===== src/qcc_pkg.sv =====
// shared constants for the four-lane equalizer setup bank
package qcc_pkg;
   typedef logic [7:0] byte_t;

   localparam int NUM_LANES = 4;
   localparam int SYNC_STAGES = 3;

   localparam byte_t OFS_RESERVED = 8'h00;
   localparam byte_t OFS_LANE_FIRST = 8'h01;
   localparam byte_t OFS_LANE_LAST = 8'h04;
   localparam byte_t OFS_CONTROL = 8'h05;
   localparam byte_t OFS_SPARE_FIRST = 8'h06;
   localparam byte_t OFS_SPARE_LAST = 8'h08;
   localparam byte_t OFS_TARGET_ADDR = 8'h3C;

   localparam byte_t LANE_RESET = 8'h00;
   localparam byte_t CONTROL_RESET = 8'h00;
   localparam byte_t RESERVED_READ = 8'h00;
   localparam byte_t UNMAPPED_READ = 8'h00;
   localparam byte_t DEFAULT_TARGET_ADDR = 8'hA2;
   localparam byte_t POINTER_RESET = 8'h00;

   localparam int PEAK_MSB = 7;
   localparam int PEAK_LSB = 4;
   localparam int GAIN_MSB = 3;
   localparam int GAIN_LSB = 2;
   localparam int SWING_MSB = 1;
   localparam int SWING_LSB = 0;
   localparam int SRC_SEL_BIT = 4;
   // lane one disable sits at bit 3, lane four at bit 0
   localparam int DISABLE_TOP_BIT = 3;

   typedef enum logic [2:0] {
      PH_IDLE = 3'b001,
      PH_POINTER = 3'b010,
      PH_DATA = 3'b100
   } frame_phase_e;
endpackage : qcc_pkg


===== src/lane_cfg_if.sv =====
// carrier between the bank and one lane setup slot
`timescale 1ns/1ps
interface lane_cfg_if;
   import qcc_pkg::*;
   logic wr_en;
   byte_t wr_data;
   logic use_regs;
   logic off_in;
   byte_t pin_code;
   byte_t setup_q;
   byte_t eff_q;
   logic off_q;

   modport bank (output wr_en, wr_data, use_regs, off_in, pin_code, input setup_q, eff_q, off_q);
   modport slot (input wr_en, wr_data, use_regs, off_in, pin_code, output setup_q, eff_q, off_q);
endinterface : lane_cfg_if


===== src/lane_cfg_slot.sv =====
// one lane setup register with its settings-source mux
`timescale 1ns/1ps
module lane_cfg_slot
   import qcc_pkg::*;
(
   // clock and reset
   input wire logic clk,
   input wire logic rst,
   // bank side
   lane_cfg_if.slot lane
);
   ////////////////////////////////////////////////////////////////
   // stored setup byte
   always_ff @(posedge clk) begin
      if (rst) begin
         lane.setup_q <= LANE_RESET;
      end else if (lane.wr_en) begin
         lane.setup_q <= lane.wr_data;
      end
   end

   ////////////////////////////////////////////////////////////////
   // applied settings: pins or register
   always_ff @(posedge clk) begin
      if (rst) begin
         lane.eff_q <= LANE_RESET;
      end else if (lane.use_regs) begin
         lane.eff_q <= lane.setup_q;
      end else begin
         lane.eff_q <= lane.pin_code;
      end
   end

   always_ff @(posedge clk) begin
      if (rst) begin
         lane.off_q <= 1'b0;
      end else begin
         lane.off_q <= lane.off_in;
      end
   end
endmodule : lane_cfg_slot


===== src/quad_channel_config_regs.sv =====
// setup register bank for a four-lane linear equalizer
//
// Overview of operation
// - bits 7:4 hold lane peaking code
// - bits 3:2 hold lane flat gain code
// - bits 1:0 hold lane output swing code
// - offset 0x02 is lane two setup
// - offset 0x03 is lane three, resets zero
// - offset 0x04 is lane four, resets zero
// - control bit 4 picks pins or registers
// - control bits 3..0 disable lanes one..four
// - first write byte loads pointer, autoincrement
// - unmapped writes dropped, checked per byte
// - offset 0x3C sets target bus address
`timescale 1ns/1ps
module quad_channel_config_regs
   import qcc_pkg::*;
(
   // clock and reset
   input wire logic clk,
   input wire logic rst,
   // byte stream from the serial target
   input wire logic frame_start,
   input wire logic frame_stop,
   input wire logic wr_byte_valid,
   input wire qcc_pkg::byte_t wr_byte,
   input wire logic rd_byte_req,
   output logic rd_byte_valid,
   output qcc_pkg::byte_t rd_byte,
   // target address
   output qcc_pkg::byte_t target_addr,
   output logic target_addr_assigned,
   // strap pins, asynchronous
   input wire logic [3:0] pin_peak_code,
   input wire logic [1:0] pin_gain_code,
   input wire logic [1:0] pin_swing_code,
   // applied lane settings
   output logic [3:0] lane1_peak_code,
   output logic [1:0] lane1_gain_code,
   output logic [1:0] lane1_swing_code,
   output logic lane1_disable,
   output logic [3:0] lane2_peak_code,
   output logic [1:0] lane2_gain_code,
   output logic [1:0] lane2_swing_code,
   output logic lane2_disable,
   output logic [3:0] lane3_peak_code,
   output logic [1:0] lane3_gain_code,
   output logic [1:0] lane3_swing_code,
   output logic lane3_disable,
   output logic [3:0] lane4_peak_code,
   output logic [1:0] lane4_gain_code,
   output logic [1:0] lane4_swing_code,
   output logic lane4_disable,
   output logic settings_source_select
);
   import qcc_pkg::*;

   frame_phase_e phase_q;
   byte_t pointer_q;
   byte_t control_q;
   byte_t target_addr_q;
   logic addr_taken_q;
   byte_t setup_view [NUM_LANES];
   logic rd_valid_q;
   byte_t rd_data_q;
   byte_t rd_data_d;
   logic data_wr;
   byte_t strap_s1_q;
   byte_t strap_s2_q;
   byte_t strap_s3_q;
   byte_t strap_q;

   lane_cfg_if lane_bus [NUM_LANES] ();

   ////////////////////////////////////////////////////////////////
   // frame phase and pointer
   assign data_wr = wr_byte_valid && (phase_q == PH_DATA);

   always_ff @(posedge clk) begin
      if (rst) begin
         phase_q <= PH_IDLE;
      end else if (frame_start) begin
         phase_q <= PH_POINTER;
      end else if (frame_stop) begin
         phase_q <= PH_IDLE;
      end else begin
         case (phase_q)
            PH_IDLE: phase_q <= PH_IDLE;
            PH_POINTER: begin
               if (wr_byte_valid) begin
                  phase_q <= PH_DATA;
               end
            end
            PH_DATA: phase_q <= PH_DATA;
            default: phase_q <= PH_IDLE;
         endcase
      end
   end

   always_ff @(posedge clk) begin
      if (rst) begin
         pointer_q <= POINTER_RESET;
      end else if (wr_byte_valid && (phase_q == PH_POINTER)) begin
         pointer_q <= wr_byte;
      end else if (data_wr || rd_byte_req) begin
         pointer_q <= pointer_q + 8'h01;
      end
   end

   ////////////////////////////////////////////////////////////////
   // strap pin synchronisers
   always_ff @(posedge clk) begin
      if (rst) begin
         strap_s1_q <= LANE_RESET;
         strap_s2_q <= LANE_RESET;
         strap_s3_q <= LANE_RESET;
      end else begin
         strap_s1_q <= {pin_peak_code, pin_gain_code, pin_swing_code};
         strap_s2_q <= strap_s1_q;
         strap_s3_q <= strap_s2_q;
      end
   end

   always_ff @(posedge clk) begin
      if (rst) begin
         strap_q <= LANE_RESET;
      end else if (strap_s2_q == strap_s3_q) begin
         strap_q <= strap_s3_q;
      end
   end

   ////////////////////////////////////////////////////////////////
   // shared control register
   always_ff @(posedge clk) begin
      if (rst) begin
         control_q <= CONTROL_RESET;
      end else if (data_wr && (pointer_q == OFS_CONTROL)) begin
         control_q <= wr_byte;
      end
   end

   ////////////////////////////////////////////////////////////////
   // target address, taken once
   always_ff @(posedge clk) begin
      if (rst) begin
         target_addr_q <= DEFAULT_TARGET_ADDR;
         addr_taken_q <= 1'b0;
      end else if (data_wr && (pointer_q == OFS_TARGET_ADDR) && !addr_taken_q) begin
         target_addr_q <= wr_byte;
         addr_taken_q <= 1'b1;
      end
   end

   ////////////////////////////////////////////////////////////////
   // lane slots
   for (genvar i = 0; i < NUM_LANES; i++) begin : g_lane
      assign lane_bus[i].wr_en = data_wr && (pointer_q == OFS_LANE_FIRST + 8'(i));
      // stored byte copied out, the read mux cannot index the slots
      assign setup_view[i] = lane_bus[i].setup_q;
      assign lane_bus[i].wr_data = wr_byte;
      assign lane_bus[i].use_regs = control_q[SRC_SEL_BIT];
      assign lane_bus[i].off_in = control_q[DISABLE_TOP_BIT - i];
      assign lane_bus[i].pin_code = strap_q;
      lane_cfg_slot u_slot (
         .clk(clk),
         .rst(rst),
         .lane(lane_bus[i])
      );
   end

   ////////////////////////////////////////////////////////////////
   // read data
   always_comb begin
      rd_data_d = UNMAPPED_READ;
      if (pointer_q >= OFS_LANE_FIRST && pointer_q <= OFS_LANE_LAST) begin
         rd_data_d = LANE_RESET;
         for (int k = 0; k < NUM_LANES; k++) begin
            if (pointer_q == OFS_LANE_FIRST + 8'(k)) begin
               rd_data_d = setup_view[k];
            end
         end
      end else if (pointer_q == OFS_CONTROL) begin
         rd_data_d = control_q;
      end else if (pointer_q == OFS_TARGET_ADDR) begin
         rd_data_d = target_addr_q;
      end else if (pointer_q == OFS_RESERVED) begin
         rd_data_d = RESERVED_READ;
      end
   end

   always_ff @(posedge clk) begin
      if (rst) begin
         rd_data_q <= UNMAPPED_READ;
         rd_valid_q <= 1'b0;
      end else begin
         rd_valid_q <= rd_byte_req;
         if (rd_byte_req) begin
            rd_data_q <= rd_data_d;
         end
      end
   end

   ////////////////////////////////////////////////////////////////
   // outputs
   assign rd_byte = rd_data_q;
   assign rd_byte_valid = rd_valid_q;
   assign target_addr = target_addr_q;
   assign target_addr_assigned = addr_taken_q;
   assign settings_source_select = control_q[SRC_SEL_BIT];

   assign lane1_peak_code = lane_bus[0].eff_q[PEAK_MSB:PEAK_LSB];
   assign lane2_peak_code = lane_bus[1].eff_q[PEAK_MSB:PEAK_LSB];
   assign lane3_peak_code = lane_bus[2].eff_q[PEAK_MSB:PEAK_LSB];
   assign lane4_peak_code = lane_bus[3].eff_q[PEAK_MSB:PEAK_LSB];
   assign lane1_gain_code = lane_bus[0].eff_q[GAIN_MSB:GAIN_LSB];
   assign lane2_gain_code = lane_bus[1].eff_q[GAIN_MSB:GAIN_LSB];
   assign lane3_gain_code = lane_bus[2].eff_q[GAIN_MSB:GAIN_LSB];
   assign lane4_gain_code = lane_bus[3].eff_q[GAIN_MSB:GAIN_LSB];
   assign lane1_swing_code = lane_bus[0].eff_q[SWING_MSB:SWING_LSB];
   assign lane2_swing_code = lane_bus[1].eff_q[SWING_MSB:SWING_LSB];
   assign lane3_swing_code = lane_bus[2].eff_q[SWING_MSB:SWING_LSB];
   assign lane4_swing_code = lane_bus[3].eff_q[SWING_MSB:SWING_LSB];
   assign lane1_disable = lane_bus[0].off_q;
   assign lane2_disable = lane_bus[1].off_q;
   assign lane3_disable = lane_bus[2].off_q;
   assign lane4_disable = lane_bus[3].off_q;
endmodule : quad_channel_config_regs


===== config.mk =====
export PLATFORM = sky130hd
export DESIGN_NAME = quad_channel_config_regs
export DESIGN_NICKNAME = d
export VERILOG_FILES = /design/src/qcc_pkg.sv /design/src/lane_cfg_if.sv /design/src/lane_cfg_slot.sv /design/src/quad_channel_config_regs.sv
export SDC_FILE = /design/constraint.sdc
export NUM_CORES = 1
export LEC_CHECK = 0
export BUFFER_PORTS_ARGS = -buffer_cell sky130_fd_sc_hd__buf_2
export CORE_UTILIZATION = 27
export DETAILED_ROUTE_END_ITERATION = 6
export GPL_TIMING_DRIVEN = 0
export SYNTH_ARGS = -nofsm -noshare
export SYNTH_HDL_FRONTEND = slang
export SYNTH_HIERARCHICAL = 1
export SYNTH_SLANG_ARGS = --single-unit

===== constraint.sdc =====
create_clock -name clk -period 5.91 [get_ports clk]
set_clock_uncertainty 0.05 [all_clocks]
set_input_delay 0.8865 -clock clk [delete_from_list [all_inputs] [get_ports clk]]
set_output_delay 0.8865 -clock clk [all_outputs]
set_load 0.05 [all_outputs]

* Word-level counts from Yosys, hierarchy flattened
Cells that the tools add are included.
Widths: inputs -> output; s select.
** Storage, ports and cells
- Output and inout bits :: 55
- Input port bits :: 22
- Register bits after elaboration :: 137
- Word-level logic and storage cells :: 69
** Operators by class
- Reduce and logical (&&, ||, !) cells :: 14
- $lt $le $gt $ge :: 2
- Equality and inequality tests :: 11
- Multiplexer cells :: 17
- Add/sub/neg operators :: 1
** Operators by type and width (number)
- $mux 8 :: 13
- $eq 8x2->1 const B :: 2
- $eq 8x3->1 const B :: 2
- $logic_and 1x1->1 :: 10
- $add 8x1->8 const B :: 1
- $eq 8x1->1 const B :: 1
- $eq 8x6->1 const B :: 1
- $eq 8x8->1 :: 1
- $ge 8x1->1 const B :: 1
- $le 8x3->1 const B :: 1
- $pmux 3 s2 :: 1
- $mux 2 :: 2
- $ne 4x4->1 const B :: 1
- $eq 3x2->1 const B :: 1
- $eq 3x3->1 const B :: 1
- $mux 3 :: 1
- $reduce_or 3->1 :: 1
- $ne 2x2->1 const B :: 1
- $reduce_bool 2->1 :: 1
- $logic_not 1->1 :: 1
- $logic_or 1x1->1 :: 1

* Depth between registers and ports, before layout
Gate-level depths: netlist of run 1.
- Word-level depth :: 6
- Gate-level depth with buffers :: 8
- Depth with buffers taken out :: 6

* Hierarchy
Netlist of run 1, hierarchy kept.
** Modules (own cells, without submodules)
- quad_channel_config_regs :: cells an instance 342, area an instance 3189.3 um^2, times used 1, seq. area each 1381.3 um^2
- lane_cfg_slot :: cells an instance 54, area an instance 605.6 um^2, times used 4, seq. area each 340.3 um^2

* Worst setup path after synthesis of run 1
Ideal clock, no wire load.
- Path kind :: input -> register
- Start :: input port wr_byte_valid
- End :: register g_lane[0].u_slot.lane.setup_q[6]
- Setup time :: 0.116 ns
- Setup slack :: 3.550 ns
- Data required time :: 5.744 ns
- Data arrival time :: 2.194 ns
- Buffers on the path :: 1
- Stages on the path :: 7
- Cells stage by stage :: nand4bb_1 -> or4_1 -> nor3_1 -> and2_1 -> buf_6 -> mux2i_1 -> nor2_1
** Between the ends
- Word-level cells in the longest chain between the ends :: 2
** RTL lines
- start: declaration :: RTL line quad_channel_config_regs.sv:25 : input wire logic wr_byte_valid,
- $logic_and 1x1->1 :: RTL line quad_channel_config_regs.sv:77 : assign data_wr = wr_byte_valid && (phase_q == PH_DATA);
- $logic_and 1x1->1 :: RTL line quad_channel_config_regs.sv:157 : assign lane_bus[i].wr_en = data_wr && (pointer_q == OFS_LANE_FIRST + 8'(i));
- via lane_bus[0].wr_en :: RTL line lane_cfg_if.sv:5 : logic wr_en;
- end signal: assignment :: RTL line lane_cfg_slot.sv:18 : lane.setup_q <= lane.wr_data;
- end: declaration :: RTL line lane_cfg_if.sv:15 : modport slot (input wr_en, wr_data, use_regs, off_in, pin_code, output setup_q, eff_q, off_q);
The timed path passes the listed nets, and every way through them passes these cells.
A chain may end at the register's enable or synchronous reset.

* Worst setup path in the final report of run 1
- Start :: input port wr_byte_valid
- End :: register g_lane[1].u_slot.lane.setup_q[7]
** Between the ends
- Word-level cells in the longest chain between the ends :: 2
** RTL lines (RTL line)
- $logic_and 1x1->1 :: quad_channel_config_regs.sv:77
- $logic_and 1x1->1 :: quad_channel_config_regs.sv:157
- via lane_bus[1].wr_en :: lane_cfg_if.sv:5
- end signal: assignment :: lane_cfg_slot.sv:18
- end: declaration :: lane_cfg_if.sv:15
The timed path passes the listed nets, and every way through them passes these cells.

==> flow_metrics.env, run 1 <==
export IMPL_status="finished, final reports clean"
export IMPL_synth_top_family_by_area="simple AND/OR/NAND/NOR gates"
export IMPL_grt_pass1_wl_microns=23300
export IMPL_dpl_hpwl_microns=10800
export IMPL_place_congestion=0.824
export IMPL_nNetsFinal=679
export IMPL_dp_slack_ps=3020
export IMPL_cts_made_buffers=17
export IMPL_die_height_microns=146
export IMPL_layout_setup_ws_ps=3460
export IMPL_synth_async_reset_ratio=0
export IMPL_ant_nets=0
export IMPL_syn_nets=584
export IMPL_hp_class="reg2reg"
export IMPL_synthSimpleGateAreaFrac=0.193
export IMPL_yosysWarnings=6
export IMPL_synth_main_ff_cell="dfxtp_1"
export IMPL_cts_tree="done"
export IMPL_grt_overflow=0
export IMPL_route_detailed_drc=0
export IMPL_ctsHtreeMaxLevel=4
export IMPL_fin_crit_sh=0.414
export IMPL_cts_setup_buffers=0
export IMPL_root_buffer="clkbuf_16"
export IMPL_drt_first_pass_iters=4
export IMPL_post_synth_top_count_cell="dfxtp_1"
export IMPL_port_buffers=76
export IMPL_synth_mux_area_fraction=0.153
export IMPL_die_area_sq_mm=0.0214
export IMPL_clockBufferDepth=2
export IMPL_ys_ff_latch=137
export IMPL_cts_hold_buf=0
export IMPL_netlist_area_sq_mm=0.00561
export IMPL_setup_viol=0
export IMPL_drt_iter0_drc=326
export IMPL_n_antenna_cell=0
export IMPL_synth_fa_ha_area_frac=0.00892
export IMPL_routed_via_density=4.53
export IMPL_ir_drop_mv=0.188
export IMPL_drv_cap=0
export IMPL_yosysSeqAreaShare=0.489
export IMPL_synth_compound_area_share=0.0774
export IMPL_synth_edf_count=0
export IMPL_synth_top_area_cell="dfxtp_1"
export IMPL_required_ps=6170
export IMPL_grt_max_degree=17
export IMPL_grt_pass1_vias=4082
export IMPL_drv_slew=0
export IMPL_cts_sinks=137
export IMPL_rsz0062_at_grt="false"
export IMPL_endpoint_kind="flip-flop"
export IMPL_coreArea_sq_mm=0.0203
export IMPL_power_leakage_nw=2.64
export IMPL_path_max_fanout=8
export IMPL_min_period_ps=2450
export IMPL_tns_ps=0
export IMPL_cts_resized=0
export IMPL_synthTopCellsByCount="137 x dfxtp_1, 91 x nor2_1, 86 x mux2i_1, 31 x nor2b_1, 22 x nand2_1"
export IMPL_core_rowCount=52
export IMPL_wire_per_inst_microns=16.0
export IMPL_via_count=4239
export IMPL_synth_xor_area_frac=0.0234
export IMPL_synth_top_area_share=0.489
export IMPL_tightest_slew_ps=859
export IMPL_totalWireLength_microns=15000
export IMPL_power_density_mw_per_mm2=320
export IMPL_cts_clk_slew_worst_paths_ps=60
export IMPL_avgSynthCellArea_sq_um=10.1
export IMPL_fmax_mhz=408
export IMPL_die_w_microns=146
export IMPL_critical_path_class="in2reg"
export IMPL_hold_violations=0
export IMPL_grt_usage=0.145
export IMPL_ys_types=48
export IMPL_syn2layout_area_growth_pct=23.9
export IMPL_insertion_delay_ps=420
export IMPL_drive_above_1_share=0.209
export IMPL_crit_path_start_kind="primary input"
export IMPL_fillers=2127
export IMPL_cp_arrival_ps=2710
export IMPL_initial_utilization=0.276
export IMPL_io_pins=77
export IMPL_slew_headroom=0.425
export IMPL_synthTopCellsByArea="dfxtp_1 49%, mux2i_1 15%, nor2_1 6.1%"
export IMPL_netlist_instances=558
export IMPL_antenna_found_initial=0
## state kept, by name (all words and copies together), names as in the netlist
signal                      count
rd_byte_valid                   1
phase_q                         3
g_lane.u_slot/lane.eff_q       32
pointer_q                       8
g_lane.u_slot/lane.setup_q     32
rd_byte                         8
strap_s3_q                      8
lane_bus.pin_code               8
strap_s1_q                      8
strap_s2_q                      8
g_lane.u_slot/lane.off_q        4
control_q                       8
target_addr                     8
target_addr_assigned            1
## routing by layer
metal | global-route usage | vias up | wire (microns)
li1 | - | 2124 | -
met1 | 0.195 | 1991 | 7350
met2 | 0.220 | 111 | 6610
met3 | 0.0491 | 13 | 830
met4 | 0.0391 | 0 | 200
met5 | 0 | - | 0
## kinds of logic after synthesis
| logic type | count (synthesis) |
|---|---|
| muxes | 86 |
| buffers and inverters | 49 |
| and+or+nand+nor | 208 |
| DFF | 137 |
| AOI/OAI and AO/OA | 59 |
| xor gates and xnor gates | 15 |
| adders and majority gates | 4 |
## cells in the final DEF (no fill, tap or decap), drive strengths merged, types with 10 or more instances in the layout
cell type | Yosys | routed
clkbuf | 20 | 41
o21ai | 12 | 12
nand3 | 10 | 10
mux2i | 86 | 86
buf | 23 | 99
xnor2 | 10 | 10
nor2b | 31 | 31
nand4 | 16 | 16
nand2 | 22 | 22
nor2 | 92 | 92
dfxtp | 137 | 137
## worst max-delay path: stages
cell       delay [ps]
buf_2             110
nand4bb_1         220
or4_1             530
nor3_1            280
and2_1            250
buf_6             180
mux2i_1           210
nor2_1             50
## worst paths after layout
kind | from | to | slack (ps) | cells after the start
setup / recovery | wr_byte_valid | g_lane[1].u_slot/lane.setup_q[7] | 3460 | 8
hold / removal | strap_s1_q[0] | strap_s2_q[0] | 380 | 1
setup reg to reg | phase_q[0] | g_lane[1].u_slot/lane.setup_q[7] | 3600 | 7
hold reg to reg | strap_s1_q[0] | strap_s2_q[0] | 380 | 1
## per-stage QoR
| step | util | std cells | hold WS (ps) | total power, mW | area (sq um) |
|---|---|---|---|---|---|
| floorplan | - | 558 | 364 | 1.07 | 5610 |
| global placement | 0.312 | 904 | 367 | 1.12 | 6330 |
| detailed placement | 0.312 | 904 | 373 | 1.12 | 6330 |
| CTS | 0.342 | 936 | 386 | 2.24 | 6950 |
| global route | 0.342 | 936 | 400 | 2.30 | 6950 |
| finish | 0.342 | 936 | 383 | 2.22 | 6950 |
## where the power goes
part,switching [mW],internal (mW),leakage (nW)
combinational,0.101,0.0510,1.23
sequential,0.0130,0.940,1.11
clock,0.402,0.717,0.297
total,0.516,1.71,2.64
## area by class of cell
type / count / area, sq um / area share
timing repair buffer: 76 / 380 / 0.0547
inverter: 6 / 22.5 / 0.00324
buffer: 43 / 288 / 0.0414
tap: 270 / 338 / 0.0486
sequential: 137 / 2740 / 0.395
multi-input combinational: 372 / 2560 / 0.368
clock buffer: 21 / 450 / 0.0648
clock inverter: 11 / 171 / 0.0247
(Power assumes the default switching activity.)
==> run 2: changes to the inputs <==
==> constraint.sdc (replaced) <==
create_clock -name clk -period 2 [get_ports clk]
set_clock_uncertainty 0.05 [all_clocks]
set_input_delay 0.3 -clock clk [delete_from_list [all_inputs] [get_ports clk]]
set_output_delay 0.3 -clock clk [all_outputs]
set_load 0.05 [all_outputs]
==> run 2 against run 1 <==
Effect of this change:
- total power grew to 3.0 times the previous value
- via count is 1.2% higher
- register-to-register slack worse by 3600 ps
- worst hold slack worse by 370 ps
- critical endpoint is now g_lane[0].u_slot/lane.setup_q[1]
==> flow_metrics.env, run 2 (synthesis gave the netlist of run 1 again) <==
export IMPL_status="finished, final reports clean"
export IMPL_final_common_cell="dfxtp_1"
export IMPL_slew_headroom=0.422
export IMPL_crit_path_start_kind="flip-flop"
export IMPL_ant_nets=0
export IMPL_initial_utilization=0.276
export IMPL_drive_above_1_share=0.249
export IMPL_cts_tree="done"
export IMPL_die_height_microns=146
export IMPL_fin_area_sq_mm=0.00713
export IMPL_grt_usage=0.146
export IMPL_rsz0062_at_grt="true"
export IMPL_dp_slack_ps=-306
export IMPL_ctsHtreeMaxLevel=4
export IMPL_dpl_hpwl_microns=10800
export IMPL_endpoint_kind="flip-flop"
export IMPL_fin_util=0.351
export IMPL_min_delay_start="frame_start"
export IMPL_cts_hold_buf=0
export IMPL_reg2reg_slack_ps=20
export IMPL_setup_viol=0
export IMPL_io_pins=77
export IMPL_r2r_end="g_lane[0].u_slot/lane.setup_q[1]"
export IMPL_totalWireLength_microns=15100
export IMPL_fmax_mhz=506
export IMPL_hp_class="in2reg"
export IMPL_placed_area_sq_mm=0.00633
export IMPL_die_w_microns=146
export IMPL_drt_iter0_drc=304
export IMPL_coreArea_sq_mm=0.0203
export IMPL_cts_sinks=137
export IMPL_path_max_fanout=8
export IMPL_grt_max_degree=17
export IMPL_antenna_found_initial=0
export IMPL_core_rowCount=52
export IMPL_n_antenna_cell=0
export IMPL_rr_worst_depth=7
export IMPL_fillers=2112
export IMPL_via_count=4291
export IMPL_syn2layout_area_growth_pct=27.0
export IMPL_tns_ps=0
export IMPL_port_buffers=76
export IMPL_cp_arrival_ps=2240
export IMPL_hold_violations=0
export IMPL_place_congestion=0.824
export IMPL_wire_per_inst_microns=16.0
export IMPL_root_buffer="clkbuf_16"
export IMPL_drv_slew=0
export IMPL_grt_overflow=0
export IMPL_critical_path_class="reg2reg"
export IMPL_tightest_slew_ps=863
export IMPL_min_to="phase_q[2]"
export IMPL_die_area_sq_mm=0.0214
export IMPL_clockBufferDepth=2
export IMPL_cts_clk_slew_worst_paths_ps=60
export IMPL_power_density_mw_per_mm2=927
export IMPL_power_mw=6.61
export IMPL_grt_pass1_vias=4116
export IMPL_worst_hold_path_num_cells=2
export IMPL_nNetsFinal=689
export IMPL_grt_pass1_wl_microns=23500
export IMPL_layout_setup_ws_ps=22.7
export IMPL_power_leakage_nw=2.72
export IMPL_layout_common_cells="131 x dfxtp_1, 90 x nor2_1, 86 x mux2i_1"
export IMPL_min_period_ps=1980
export IMPL_drt_first_pass_iters=5
export IMPL_routed_via_density=4.54
export IMPL_route_detailed_drc=0
export IMPL_r2r_start="phase_q[0]"
export IMPL_fin_crit_sh=0.989
export IMPL_insertion_delay_ps=420
export IMPL_cts_made_buffers=17
export IMPL_required_ps=2260
export IMPL_biggestRegsByFlops="g_lane.u_slot/lane.eff_q (32), g_lane.u_slot/lane.setup_q (32)"
export IMPL_drv_cap=0
export IMPL_ir_drop_mv=0.547
==> run 2: report_power, final <==
group / switching, mW / internal [mW] / total (mW)
Sequential: 0.0376 / 2.78 / 2.81
Clock: 1.18 / 2.12 / 3.30
Combinational: 0.312 / 0.185 / 0.497
Total: 1.53 / 5.08 / 6.61
==> run 2: how the worst max path moves through the flow <==
stage	start	end	slack, ps
after floorplan	pointer_q[0]	target_addr[7]	10
after global placement	wr_byte_valid	g_lane[1].u_slot/lane.setup_q[7]	-260
after detailed placement	phase_q[1]	g_lane[1].u_slot/lane.setup_q[7]	-310
after CTS	pointer_q[6]	g_lane[2].u_slot/lane.setup_q[0]	-60
after global routing	phase_q[0]	g_lane[0].u_slot/lane.setup_q[6]	-90
final	phase_q[0]	g_lane[0].u_slot/lane.setup_q[1]	20
==> run 2: worst max-delay path: stages (launching register included) <==
cell,delay [ps]
dfxtp_4,340
nand4bb_4,220
or4_4,500
nor3_4,170
and2_1,170
buf_6,160
mux2i_1,200
nor2_1,50
==> run 2: what timing repair did <==
| item | in CTS | in global routing |
|---|---|---|
| resized for setup | 17 | 18 |
| pin swaps | 4 | 8 |
| endpoints found under the setup margin | 40 | 57 |
| endpoints found under the hold margin | 0 | 0 |
| setup buffers | 7 | 7 |
==> run 2: final cells by class <==
class                           instances  area (sq um)  share of cell area
Inverter                                6          27.5             0.00386
Tap cell                              270           338              0.0474
Timing Repair Buffer                   90           485              0.0681
Sequential cell                       137          2760               0.388
Multi-Input combinational cell        372          2630               0.369
Clock buffer                           21           450              0.0632
Buffer                                 39           263              0.0369
Clock inverter                         11           171              0.0241
==> run 2: metrics by stage <==
stage,cells,hold slack (ps)
6_report,946,15.7
5_1_grt,946,8.00
4_1_cts,942,4.84
3_5_place_dp,904,373
3_3_place_gp,904,367
2_1_floorplan,558,327
==> run 2: routing by layer <==
layer  wire length, microns  global-route usage
met5                      0                   0
met3                   1020              0.0488
met1                   7110               0.196
met4                    159              0.0391
met2                   6840               0.223
==> run 3: changes to the inputs <==
--- a/config.mk
+++ b/config.mk
@@ -6,6 +6,7 @@
 export NUM_CORES = 1
 export LEC_CHECK = 0
 export BUFFER_PORTS_ARGS = -buffer_cell sky130_fd_sc_hd__buf_2
+export CORE_ASPECT_RATIO = 1.25
 export CORE_UTILIZATION = 27
 export DETAILED_ROUTE_END_ITERATION = 6
 export GPL_TIMING_DRIVEN = 0
==> run 3 against run 2 <==
Effect of this change:
- largest cell class unchanged
- critical path type unchanged
- sequential cell count stayed put
- die area barely moved
- sequential power about the same
- critical path depth stayed put
- routed wire length grew 1.5%
- sequential share of layout area fell by 0.21 points
- via count is 0.16% lower
- global-route usage increased by 0.66 points
- highest routed layer unchanged
- cell area rose by 0.37%
- non-clock buffer count grew 2
==> flow_metrics.env, run 3 (synthesis gave the netlist of run 1 again) <==
export IMPL_status="finished, final reports clean"
export IMPL_root_buffer="clkbuf_16"
export IMPL_ir_drop_mv=0.671
export IMPL_cts_clk_slew_worst_paths_ps=60
export IMPL_clockBufferDepth=2
export IMPL_cts_sinks=137
export IMPL_cp_cell_sequence="or2_4, or4_4, nor3_4, and2_1, buf_6, mux2i_1, nor2_1"
export IMPL_ctsHtreeMaxLevel=4
export IMPL_layout_area_seq_sq_mm=0.00276
export IMPL_die_height_microns=163
export IMPL_wire_per_inst_microns=16.2
export IMPL_insertion_delay_ps=420
export IMPL_hold_violations=0
export IMPL_cts_hold_buf=0
export IMPL_setup_viol=0
export IMPL_crit_path_start_kind="flip-flop"
export IMPL_totalWireLength_microns=15300
export IMPL_nNetsFinal=691
export IMPL_final_common_cell="dfxtp_1"
export IMPL_die_w_microns=131
export IMPL_slew_headroom=0.403
export IMPL_dp_slack_ps=-334
export IMPL_path_max_fanout=8
export IMPL_power_density_mw_per_mm2=934
export IMPL_placed_area_sq_mm=0.00633
export IMPL_fillers=2055
export IMPL_place_congestion=0.810
export IMPL_antenna_found_initial=0
export IMPL_io_pins=77
export IMPL_drt_first_pass_iters=4
export IMPL_core_rowCount=58
export IMPL_fin_area_sq_mm=0.00715
export IMPL_routed_via_density=4.52
export IMPL_tightest_slew_ps=892
export IMPL_cts_made_buffers=17
export IMPL_cp_arrival_ps=2240
export IMPL_power_leakage_nw=2.74
export IMPL_drt_iter0_drc=280
export IMPL_layout_common_cells="131 x dfxtp_1, 90 x nor2_1, 85 x mux2i_1"
export IMPL_drive_above_1_share=0.257
export IMPL_grt_max_degree=17
export IMPL_n_antenna_cell=0
export IMPL_multi_input_area_sq_mm=0.00262
export IMPL_grt_overflow=0
export IMPL_drv_slew=0
export IMPL_via_count=4284
export IMPL_fin_crit_sh=0.987
export IMPL_rsz0062_at_grt="true"
export IMPL_cts_tree="done"
export IMPL_min_period_ps=1970
export IMPL_port_buffers=76
export IMPL_grt_pass1_wl_microns=23600
export IMPL_initial_utilization=0.277
export IMPL_drv_cap=0
export IMPL_endpoint_kind="flip-flop"
export IMPL_power_mw=6.68
export IMPL_syn2layout_area_growth_pct=27.4
export IMPL_route_detailed_drc=0
export IMPL_grt_usage=0.153
export IMPL_dpl_hpwl_microns=10900
export IMPL_slowest_stage="or4_4"
export IMPL_biggestRegsByFlops="g_lane.u_slot/lane.eff_q (32), g_lane.u_slot/lane.setup_q (32)"
export IMPL_critical_path_class="reg2reg"
export IMPL_ant_nets=0
export IMPL_layout_setup_ws_ps=26.3
export IMPL_cp_slowest_stage_delay_ps=430
export IMPL_hp_class="in2reg"
export IMPL_fmax_mhz=507
export IMPL_coreArea_sq_mm=0.0202
export IMPL_grt_pass1_vias=4183
export IMPL_required_ps=2270
export IMPL_die_area_sq_mm=0.0214
-- run 3: changes by cell type in the layout (fill, tap and decap cells not counted), sizes merged --
cell and change:
clkbuf -2, inv +2, buf +2
-- run 3: worst max-delay path: cells and delay by family (launching register included) --
kind / cells / cell delay, ps
multiplexers: 1 / 210
AND/OR/NAND/NOR: 5 / 1100
flip-flops: 1 / 350
buffers and inverters: 1 / 150
-- run 3: repair_timing --
item                       CTS  global route
gates resized for setup     22            16
setup endpoints to repair   48            50
cloned                       1             0
pin swaps                    2             4
setup buffers                8             6
hold endpoints to repair     0             0
-- run 3: layer usage --
| layer | global-route usage | up-vias | wire [microns] |
|---|---|---|---|
| met3 | 0.0416 | 23 | 1050 |
| met1 | 0.184 | 1982 | 6350 |
| met4 | 0.0669 | 0 | 382 |
| met5 | 0 | - | 0 |
| met2 | 0.251 | 125 | 7560 |
| li1 | - | 2154 | - |
-- run 3: metrics by stage --
step | cells | TNS (ps) | utilization | hold slack (ps)
floorplan | 558 | 0 | - | 327
global placement | 904 | -8400 | 0.313 | 370
detailed placement | 904 | -9210 | 0.313 | 370
CTS | 944 | 0 | 0.350 | 0.850
global route | 948 | -844 | 0.353 | 14.0
finish | 948 | 0 | 0.353 | 11.7
-- run 3: layout make-up --
class,instances,share of cell area
sequential,137,0.386
multi-input combinational,372,0.367
timing repair buffer,91,0.0689
clock buffer,19,0.0619
tap,270,0.0472
buffer,40,0.0394
clock inverter,13,0.0269
inverter,6,0.00350
-- run 3: where the power goes --
part	leakage, nW	internal (mW)	switching, mW
logic	1.32	0.189	0.317
registers	1.11	2.78	0.0342
clock network	0.304	2.13	1.23
-- run 3: final timing paths --
check | from | end | slack (ps) | depth (start not counted)
setup / recovery | pointer_q[7] | g_lane[2].u_slot/lane.setup_q[2] | 30 | 7
hold / removal | frame_start | phase_q[2] | 10 | 2
setup reg to reg | pointer_q[7] | g_lane[2].u_slot/lane.setup_q[2] | 30 | 7
hold reg to reg | strap_s1_q[6] | strap_s2_q[6] | 380 | 1
